===== config.mk =====
export PLATFORM = sky130hd
export DESIGN_NAME = i2c_slave_addr_match_tx
export DESIGN_NICKNAME = d
export VERILOG_FILES = /design/src/i2c_slave_match_pkg.sv /design/src/addr_compare.sv /design/src/i2c_slave_addr_match_tx.sv
export VERILOG_INCLUDE_DIRS = /design/src
export SDC_FILE = /design/constraint.sdc
export NUM_CORES = 1
export LEC_CHECK = 0
export BUFFER_PORTS_ARGS = -buffer_cell sky130_fd_sc_hd__buf_2
export CORE_UTILIZATION = 57
export DETAILED_ROUTE_END_ITERATION = 10
export PLACE_DENSITY = 0.85
export SLEW_MARGIN = 20
export SYNTH_ARGS = -nofsm -noshare
export SYNTH_HDL_FRONTEND = slang
export SYNTH_SLANG_ARGS = --single-unit

===== constraint.sdc =====
create_clock -name clk_i -period 5.1 [get_ports clk_i]
set_input_delay 0.51 -clock clk_i [delete_from_list [all_inputs] [get_ports clk_i]]
set_output_delay 0.51 -clock clk_i [all_outputs]
set_load 0.02 [all_outputs]

===== src/i2c_slave_match_defines.svh =====
// Purpose: offsets, field positions, reset values for the slave match block
// Assumes: byte-addressed register port with registers 4 apart, 16-bit registers in the low bits of 32
// Notes:   included by bare name
`ifndef I2C_SLAVE_MATCH_DEFINES_SVH
`define I2C_SLAVE_MATCH_DEFINES_SVH

`define OFS_SLAVE_TX_DATA      32'h40003434
`define OFS_HW_GC_MATCH        32'h40003438
`define OFS_ADDR_MATCH_0       32'h4000343c
`define OFS_ADDR_MATCH_1       32'h40003440
`define OFS_ADDR_MATCH_2       32'h40003444
`define OFS_ADDR_MATCH_3       32'h40003448
`define OFS_SLAVE_CONTROL      32'h40003400
`define OFS_MATCH_STATUS       32'h40003404

`define CTRL_HW_GC_EN_BIT      3
`define CTRL_TEN_BIT_EN_BIT    1
`define CTRL_WIDTH             16

`define REG_RESET_VALUE        16'h0000
`define DATA_MSB               7
`define ID_COUNT               4
`define TEN_BIT_PREFIX         5'h1e

`endif


===== src/i2c_slave_match_pkg.sv =====
// Purpose: types for the slave match block
// Assumes: nothing
// Notes:   used as i2c_slave_match_pkg::name
package i2c_slave_match_pkg;
  typedef enum logic [1:0] {
    ST_IDLE   = 2'b00,
    ST_FIRST  = 2'b01,
    ST_SECOND = 2'b11,
    ST_DONE   = 2'b10
  } match_state_t;
endpackage : i2c_slave_match_pkg


===== src/addr_compare.sv =====
// Purpose: compare one received address byte against four id registers
// Assumes: ids hold address in [7:1]; bit 0 is ignored except in the 10-bit second byte
// Notes:   purely combinational
`timescale 1ns/1ps
`default_nettype none
`include "i2c_slave_match_defines.svh"
module addr_compare #(
  parameter int ID_COUNT = 4
) (
  // inputs
  input  wire logic [ID_COUNT*8-1:0] ids_i,
  input  wire logic [7:0]            rx_byte_i,
  input  wire logic                  ten_bit_i,
  input  wire logic                  second_i,
  // outputs
  output logic      [ID_COUNT-1:0]   hit_o
);
  genvar g;
  generate
    for (g = 0; g < ID_COUNT; g++) begin : g_cmp
      wire logic [7:0] id = ids_i[g*8 +: 8];
      // 10-bit: first byte carries prefix + top bits, second byte full low byte
      assign hit_o[g] = !ten_bit_i ? (rx_byte_i[7:1] == id[7:1]) :
                        (second_i ? (rx_byte_i == id) :
                         (rx_byte_i[7:3] == `TEN_BIT_PREFIX && rx_byte_i[2:1] == id[2:1]));
    end
  endgenerate
endmodule : addr_compare
`default_nettype wire


===== src/i2c_slave_addr_match_tx.sv =====
// Purpose: slave transmit byte, hw general call match and four address ids
// Assumes: received bytes arrive from shift logic on clk_i as one-cycle strobes
// Notes:   10-bit mode uses id[2:1] in the first byte and the full id in the second
//
// Function
// - the transmit data register holds a read/write byte in [7:0] and reads zero above.
// - with hw general call enable set, the second call byte is matched against the match value.
// - the match value recognises a master's own address for masters that cannot be programmed.
// - id 0 holds a 7-bit address in [7:1] and bit 0 is ignored in comparison.
// - three more ids behave like id 0 and read zero in [15:8].
// - with 10-bit addressing on, ids are read as parts of a 10-bit address.
// - the match value and all four ids reset to zero.
// - the second byte of a hw general call is pushed into the receive fifo.
`timescale 1ns/1ps
`default_nettype none
`include "i2c_slave_match_defines.svh"
module i2c_slave_addr_match_tx #(
  parameter int ID_COUNT = `ID_COUNT
) (
  // clock and reset
  input  wire logic        clk_i,
  input  wire logic        reset_n_i,
  // register port
  input  wire logic [31:0] addr_i,
  input  wire logic [31:0] wdata_i,
  input  wire logic        wr_i,
  input  wire logic        rd_i,
  output logic      [31:0] rdata_o,
  // byte stream from the shift logic
  input  wire logic        start_i,
  input  wire logic        stop_i,
  input  wire logic        rx_valid_i,
  input  wire logic [7:0]  rx_byte_i,
  input  wire logic        tx_take_i,
  // results
  output logic             addr_ack_o,
  output logic             addressed_o,
  output logic [1:0]       match_id_o,
  output logic             hw_gc_hit_o,
  output logic             rx_push_o,
  output logic [7:0]       rx_push_data_o,
  output logic [7:0]       tx_byte_o,
  output logic             tx_load_o
);
  logic [7:0]            slave_tx_byte;
  logic [7:0]            gc_match_value;
  logic [ID_COUNT*8-1:0] ids;
  logic [`CTRL_WIDTH-1:0] slave_control;
  i2c_slave_match_pkg::match_state_t state;
  i2c_slave_match_pkg::match_state_t next_state;
  logic                  gc_pending;

  // register decode
  wire logic sel_tx   = addr_i == `OFS_SLAVE_TX_DATA;
  wire logic sel_gc   = addr_i == `OFS_HW_GC_MATCH;
  wire logic sel_ctl  = addr_i == `OFS_SLAVE_CONTROL;
  wire logic sel_sta  = addr_i == `OFS_MATCH_STATUS;
  wire logic [ID_COUNT-1:0] sel_id;
  genvar g;
  generate
    for (g = 0; g < ID_COUNT; g++) begin : g_sel
      assign sel_id[g] = addr_i == (`OFS_ADDR_MATCH_0 + 32'(g * 4));
    end
  endgenerate

  wire logic hw_gc_en   = slave_control[`CTRL_HW_GC_EN_BIT];
  wire logic ten_bit_en = slave_control[`CTRL_TEN_BIT_EN_BIT];

  // address comparison
  wire logic [ID_COUNT-1:0] id_hit;
  addr_compare #(.ID_COUNT(ID_COUNT)) u_cmp (
    .ids_i     (ids),
    .rx_byte_i (rx_byte_i),
    .ten_bit_i (ten_bit_en),
    .second_i  (state == i2c_slave_match_pkg::ST_FIRST),
    .hit_o     (id_hit)
  );

  function automatic logic [1:0] first_hit(input logic [3:0] h);
    first_hit = h[0] ? 2'h0 : h[1] ? 2'h1 : h[2] ? 2'h2 : 2'h3;
  endfunction

  wire logic any_hit   = |id_hit;
  wire logic gc_header = rx_byte_i == 8'h00;
  wire logic in_idle   = state == i2c_slave_match_pkg::ST_IDLE;
  wire logic in_first  = state == i2c_slave_match_pkg::ST_FIRST;
  wire logic in_second = state == i2c_slave_match_pkg::ST_SECOND;
  // single-byte address ends in done; 10-bit needs a second byte
  wire logic take_first  = rx_valid_i && in_idle && any_hit;
  wire logic take_second = rx_valid_i && in_first && any_hit;
  wire logic ack_now     = (take_first && !ten_bit_en) || take_second;
  // hw general call: byte after 0x00 compared with the match value
  wire logic gc_hit_now  = rx_valid_i && gc_pending && hw_gc_en &&
                           rx_byte_i == gc_match_value;

  always_comb begin
    next_state = state;
    case (state)
      i2c_slave_match_pkg::ST_IDLE: begin
        if (take_first)
          next_state = ten_bit_en ? i2c_slave_match_pkg::ST_FIRST
                                  : i2c_slave_match_pkg::ST_DONE;
        else if (rx_valid_i && gc_header && hw_gc_en)
          next_state = i2c_slave_match_pkg::ST_SECOND;
      end
      i2c_slave_match_pkg::ST_FIRST: begin
        if (rx_valid_i)
          next_state = any_hit ? i2c_slave_match_pkg::ST_DONE
                               : i2c_slave_match_pkg::ST_IDLE;
      end
      i2c_slave_match_pkg::ST_SECOND: begin
        if (rx_valid_i)
          next_state = i2c_slave_match_pkg::ST_IDLE;
      end
      i2c_slave_match_pkg::ST_DONE: next_state = i2c_slave_match_pkg::ST_DONE;
      default: next_state = i2c_slave_match_pkg::ST_IDLE;
    endcase
    if (start_i || stop_i)
      next_state = i2c_slave_match_pkg::ST_IDLE;
  end

  wire logic [15:0] id_rd = sel_id[0] ? {8'h00, ids[7:0]} :
                            sel_id[1] ? {8'h00, ids[15:8]} :
                            sel_id[2] ? {8'h00, ids[23:16]} :
                            sel_id[3] ? {8'h00, ids[31:24]} : 16'h0000;
  wire logic [15:0] sta_rd = {11'h000, hw_gc_hit_o, match_id_o, addressed_o, in_first};
  // unmapped addresses read zero
  wire logic [15:0] rd_mux = sel_tx  ? {8'h00, slave_tx_byte} :
                             sel_gc  ? {8'h00, gc_match_value} :
                             sel_ctl ? slave_control :
                             sel_sta ? sta_rd : id_rd;

  always_ff @(posedge clk_i) begin
    if (!reset_n_i) begin
      slave_tx_byte  <= 8'h00;
      gc_match_value <= 8'h00;
      ids            <= '0;
      slave_control  <= `REG_RESET_VALUE;
    end else if (wr_i) begin
      if (sel_tx)  slave_tx_byte  <= wdata_i[`DATA_MSB:0];
      if (sel_gc)  gc_match_value <= wdata_i[`DATA_MSB:0];
      if (sel_ctl) slave_control  <= wdata_i[`CTRL_WIDTH-1:0];
      for (int i = 0; i < ID_COUNT; i++)
        if (sel_id[i]) ids[i*8 +: 8] <= wdata_i[7:0];
    end
  end

  always_ff @(posedge clk_i) begin
    if (!reset_n_i) begin
      state          <= i2c_slave_match_pkg::ST_IDLE;
      gc_pending     <= 1'b0;
      rdata_o        <= 32'h0000_0000;
      addr_ack_o     <= 1'b0;
      addressed_o    <= 1'b0;
      match_id_o     <= 2'h0;
      hw_gc_hit_o    <= 1'b0;
      rx_push_o      <= 1'b0;
      rx_push_data_o <= 8'h00;
      tx_byte_o      <= 8'h00;
      tx_load_o      <= 1'b0;
    end else begin
      state       <= next_state;
      gc_pending  <= (start_i || stop_i) ? 1'b0 : (next_state == i2c_slave_match_pkg::ST_SECOND);
      rdata_o     <= rd_i ? {16'h0000, rd_mux} : 32'h0000_0000;
      addr_ack_o  <= ack_now;
      if (start_i || stop_i)
        addressed_o <= 1'b0;
      else if (ack_now)
        addressed_o <= 1'b1;
      if (ack_now)
        match_id_o <= first_hit(id_hit);
      // a call byte landing with a start still counts: the set wins
      if (gc_hit_now)
        hw_gc_hit_o <= 1'b1;
      else if (start_i)
        hw_gc_hit_o <= 1'b0;
      // second call byte goes to the receive fifo whether or not it matched
      rx_push_o      <= rx_valid_i && in_second;
      rx_push_data_o <= rx_byte_i;
      tx_load_o      <= tx_take_i;
      if (tx_take_i)
        tx_byte_o <= slave_tx_byte;
    end
  end
endmodule : i2c_slave_addr_match_tx
`default_nettype wire


# ---- Yosys cells after proc, flatten, opt, wreduce, memory -nomap -nowiden
# Cells that the tools add are included.
dict set report totals {
  word_cells 109
  ff_bits 122
  input_bits 80
}
dict set report classes {
  n_bitwise 2
  eq_ne 26
  n_reduce_logical 32
  n_mux 29
}
# operator n
set op_table {}
lappend op_table {{32-bit by 31-bit == test with 1-bit output (second input constant)} 8}
lappend op_table {{16-bit two-way mux} 3}
lappend op_table {{8-bit == test} 5}
lappend op_table {{8-bit two-way mux} 5}
lappend op_table {{7-bit == test} 4}
lappend op_table {{2-bit two-way mux} 9}
lappend op_table {{2-bit AND reduction} 8}
lappend op_table {{1-bit logical AND} 15}
lappend op_table {{1-bit two-way mux} 11}
lappend op_table {{2-bit == test} 4}
lappend op_table {{8-bit zero test} 1}
lappend op_table {{2-bit one-hot mux with 4 select lines} 1}
lappend op_table {{4-bit OR reduction} 2}
lappend op_table {{2-bit == test (second input constant)} 3}
lappend op_table {{5-bit == test (second input constant)} 1}
lappend op_table {{2-bit by 1-bit == test with 1-bit output (second input constant)} 1}
lappend op_table {{2-bit zero test} 1}
lappend op_table {{1-bit logical OR} 2}
lappend op_table {{1-bit inverter} 2}
lappend op_table {{2-bit nonzero test} 1}
lappend op_table {{2-bit OR reduction} 1}
lappend op_table {{1-bit zero test} 1}

# ---- Longest topological paths before layout
dict set report depth {
  ltp_word 10
  ltp_mapped 9
  ltp_nobuf 7
}

# ---- Cells and area by module
# Synthesis repeated with hierarchy kept, for this count alone.
dict set report hier_totals {
  hier_cells 579
  hier_area_um2 5421.4
}
# mod seq_area_each_um2 cells_per_inst area_per_inst_um2 instances
set modules_own_cells {}
lappend modules_own_cells {i2c_slave_addr_match_tx 2122.0 521 4927.2 1}
lappend modules_own_cells {addr_compare 0.0 58 494.2 1}

# ---- Worst setup path before layout
# No wires, ideal clock.
dict set report synth_path {
  kind {input to register}
  from {in rx_byte_i[3]}
  to {reg gc_pending}
  n_path_buf 1
  setup_slack_ps 2864
  path_stages 8
  arrival_ps 2120
  required_ps 4984
  path_cell_list {buf_4 > and4b_1 > nand3_2 > a311oi_1 > a22oi_1 > nand2_1 > mux2_1 > o211a_1}
}
dict set report synth_between {
  elab_chain_cells 10
  word_cells_on_any_way 33
  classes_between {eq/ne (10); mux (14); reduce/logical (9)}
}
# element line_no
set synth_lines {}
lappend synth_lines {{from (decl)} i2c_slave_addr_match_tx.sv:33} ;# input wire logic [7:0] rx_byte_i,
lappend synth_lines {{5-bit == test (no line)} --}
lappend synth_lines {{1-bit logical AND} addr_compare.sv:25} ;# (rx_byte_i[7:3] == `TEN_BIT_PREFIX && rx_byte_i[2:1] == id[2:1]));
lappend synth_lines {{1-bit two-way mux} addr_compare.sv:24} ;# (second_i ? (rx_byte_i == id) :
lappend synth_lines {{1-bit two-way mux} addr_compare.sv:23} ;# assign hit_o[g] = !ten_bit_i ? (rx_byte_i[7:1] == id[7:1]) :
lappend synth_lines {{4-bit OR reduction} i2c_slave_addr_match_tx.sv:83} ;# wire logic any_hit = |id_hit;
lappend synth_lines {{2-bit two-way mux or 1-bit logical AND (tied branches)} {i2c_slave_addr_match_tx.sv:108, i2c_slave_addr_match_tx.sv:89}}
lappend synth_lines {{2-bit two-way mux, on equally long branches} {i2c_slave_addr_match_tx.sv:107, i2c_slave_addr_match_tx.sv:100}}
lappend synth_lines {{2-bit one-hot mux with 4 select lines (*)} i2c_slave_addr_match_tx.sv:98} ;# case (state)
lappend synth_lines {{2-bit two-way mux (*)} i2c_slave_addr_match_tx.sv:118} ;# if (start_i || stop_i)
lappend synth_lines {{2-bit == test (*)} i2c_slave_addr_match_tx.sv:163} ;# gc_pending <= (start_i || stop_i) ? 1'b0 : (next_state == i2c_slave_match_pkg::ST_SECOND);
lappend synth_lines {{to (signal assigned)} i2c_slave_addr_match_tx.sv:163}
lappend synth_lines {{to (decl)} i2c_slave_addr_match_tx.sv:51} ;# logic gc_pending;
# Every way passes the cells marked *; elsewhere a longest branch is shown, timed or not.
# A chain may end at the register's enable or synchronous reset.

# ---- Worst setup path in the final report
dict set report layout_path {
  from {in addr_i[21]}
  to {reg rdata_o[8]}
}
dict set report layout_between {
  elab_chain_cells 2
  word_cells_on_any_way 5
  classes_between {eq/ne (3); mux (1); reduce/logical (1)}
}
# element line_no
set layout_lines {}
lappend layout_lines {{from (decl)} i2c_slave_addr_match_tx.sv:24} ;# input wire logic [31:0] addr_i,
lappend layout_lines {{32-bit by 31-bit == test with 1-bit output (no line)} --}
lappend layout_lines {{4-bit OR reduction (no line) or 16-bit two-way mux (tied branches)} --}
lappend layout_lines {{to (signal assigned)} i2c_slave_addr_match_tx.sv:164} ;# rdata_o <= rd_i ? {16'h0000, rd_mux} : 32'h0000_0000;
lappend layout_lines {{to (decl)} i2c_slave_addr_match_tx.sv:28} ;# output logic [31:0] rdata_o,
# Parallel ways exist; a longest one is shown, timed or not.

==> results.ini <==
[cts]
clock_sinks=106
cts_root_buffer=clkbuf_8
cts_max_path_buffers=2
cts_tree=built
post_cts_buffers=0
cts_resized=0
clock_latency_ns=0.38
cts_hold_buf=0
clkSlewWorstSetupHoldPaths_ns=0.11
htreeDepth=3
cts_buffers=9

[floorplanning]
dieHeight_um=96.8
ioPinCount=135
die_x_um=96.8
initial_core_util=0.588
coreArea_um2=8720
rows=34
dieArea_um2=9370

[timing]
worst_pin_slew_ns=1.13
setup_viol=0
period_share=0.504
slew_headroom=0.243
hold_viol=0
final_max_slew_viol_count=0
finalCriticalPeriod_ns=2.57
timing.fmax_ghz=0.389
fin_setup_tns_ns=0
clock_skew_ns=0.0120
rsz0062_at_grt=no

[hold_path]
hold_class=in -> reg
min_from=wdata_i[13]
hold_path_end=slave_control[13]
min_path_cells=3

[synthesis]
synth-edff-count=0
yosys.area.top_type_share=0.414
ys_seq_area_frac=0.414
syn_area_um2=5120
synthCells=553
ys_ff_latch=106
yosysTopAreaCell=dfxtp_1
yosys_warnings=0
yosys-top-cells-area=dfxtp_1 (41%), mux2i_1 (11%), nor2b_1 (6.7%)
ys_types=50
async_flop_share=0
synth_ff_type=dfxtp_1
postSynthAreaPerCell_um2=9.27

[grt]
grt_pass1_vias=4198
grt.overflow.total=0
grt_max_degree=91
grt_pass1_wl_um=20200
grt_usage=0.268
antenna_found_initial=0

[final_layout]
area_growth_pct=12.7
fillCellCount=706
multi_input_area_um2=2780
final_common_cell=dfxtp_1
final_layout_size_suffix_gt1_frac=0.202
final_cell_mix=dfxtp_1 (106), buf_2 (102), nand2_1 (63)
stdcell_area_um2=5780
nNetsFinal=713
instances_no_fill=746
seqCellArea_um2=2120
n_antenna_cell=0

[place]
hpwl_um=8800
place_congestion=0.886
dpl.cell_count=730
placed_area_um2=5570
portBuffers=102

[pwr]
ir_drop_uv=137
pwr_density_cell_nw_per_um2=257
p_leak_nw=2.41
finalPower_mw=1.49

[route]
wl_um=12600
ant_nets=0
drc=0
via_count=4302
avgViaCountPerCell=5.77
wl_per_cell_um=16.8
drtPass1Iterations=5
drt-initial-drc-count=253

[worst_setup_path]
worstRegToRegCells=7
crit_arrival_ns=2.86
cp-start-kind=input port
cp.required_ns=5.39
regToRegEndpoint=gc_pending
r2r_slack_ns=2.67
worstPathMaxFanout=16
path_class=in -> reg
r2r-start=state[0]
end_kind=flip-flop

[run]
maxCapViolations=0

[outcome]
status=completed

## routing by layer
metal / vias to the layer above / wire [um] / global-route usage / share of wire
met3: 32 / 995 / 0.0499 / 0.079
met1: 2011 / 5090 / 0.330 / 0.40
met5: - / 0 / 0 / 0
met2: 228 / 6210 / 0.460 / 0.49
li1: 2031 / - / - / -
met4: 0 / 272 / 0.113 / 0.022
## how the worst max path moves through the flow
stage	start	to	slack, ns	cells after the start
after floorplan	rx_byte_i[3]	gc_pending	2.86	8
after global placement	addr_i[21]	rdata_o[10]	2.23	7
after detailed placement	addr_i[21]	rdata_o[8]	2.19	7
after CTS	addr_i[21]	rdata_o[8]	2.61	7
after global routing	addr_i[21]	rdata_o[14]	2.31	7
final	addr_i[21]	rdata_o[8]	2.53	7
## kinds of logic after synthesis
logic type                Yosys count  synth area share
AOI/OAI and AO/OA                  85             0.117
xor gates and xnor gates           40            0.0684
buffers and inverters              53            0.0547
DFF                               106             0.414
muxes                              60             0.118
other                               1          0.000732
and+or+nand+nor                   208             0.228
## power by group
part,switching (mW),internal [mW],leakage [nW]
sequential,0.00108,0.831,0.856
combinational,0.0792,0.0486,1.46
clock,0.331,0.196,0.100
## cell type report
type	count	area share
multi-input combinational	409	0.481
sequential	106	0.367
timing repair buffer	103	0.0896
tap	108	0.0234
clock buffer	9	0.0214
clock inverter	7	0.0147
inverter	4	0.00260
## flip-flops by register name (all words and copies together) (netlist names), 2 cells and up
name and cells:
gc_match_value 8, ids 32, match_id_o 2, rdata_o 16, rx_push_data_o 8, slave_control 16
slave_tx_byte 8, state 2, tx_byte_o 8
## worst max-delay path, cell delays in order
cell and delay [ns]:
buf_2 0.09, nor4_1 0.32, nand4_1 0.23, nor4_4 0.80, a21oi_1 0.36, nor2b_1 0.31, and2_1 0.22
## synth_stat cells, types with 15 or more instances
library cell,number
xnor2_1,21
mux2i_1,58
buf_4,19
a21boi_1,19
xor2_1,19
nand2_1,63
dfxtp_1,106
nor2b_1,55
clkbuf_1,21
nor2_1,15
and2_1,19
## stage by stage
stage	setup slack, ns	hold WS, ns	util
after floorplan	2.86	0.426	-
after global placement	2.23	0.433	0.639
after detailed placement	2.19	0.439	0.639
after CTS	2.61	0.345	0.663
after global routing	2.31	0.342	0.663
final	2.53	0.355	0.663
Note: power is estimated with default switching activity, not from simulation.
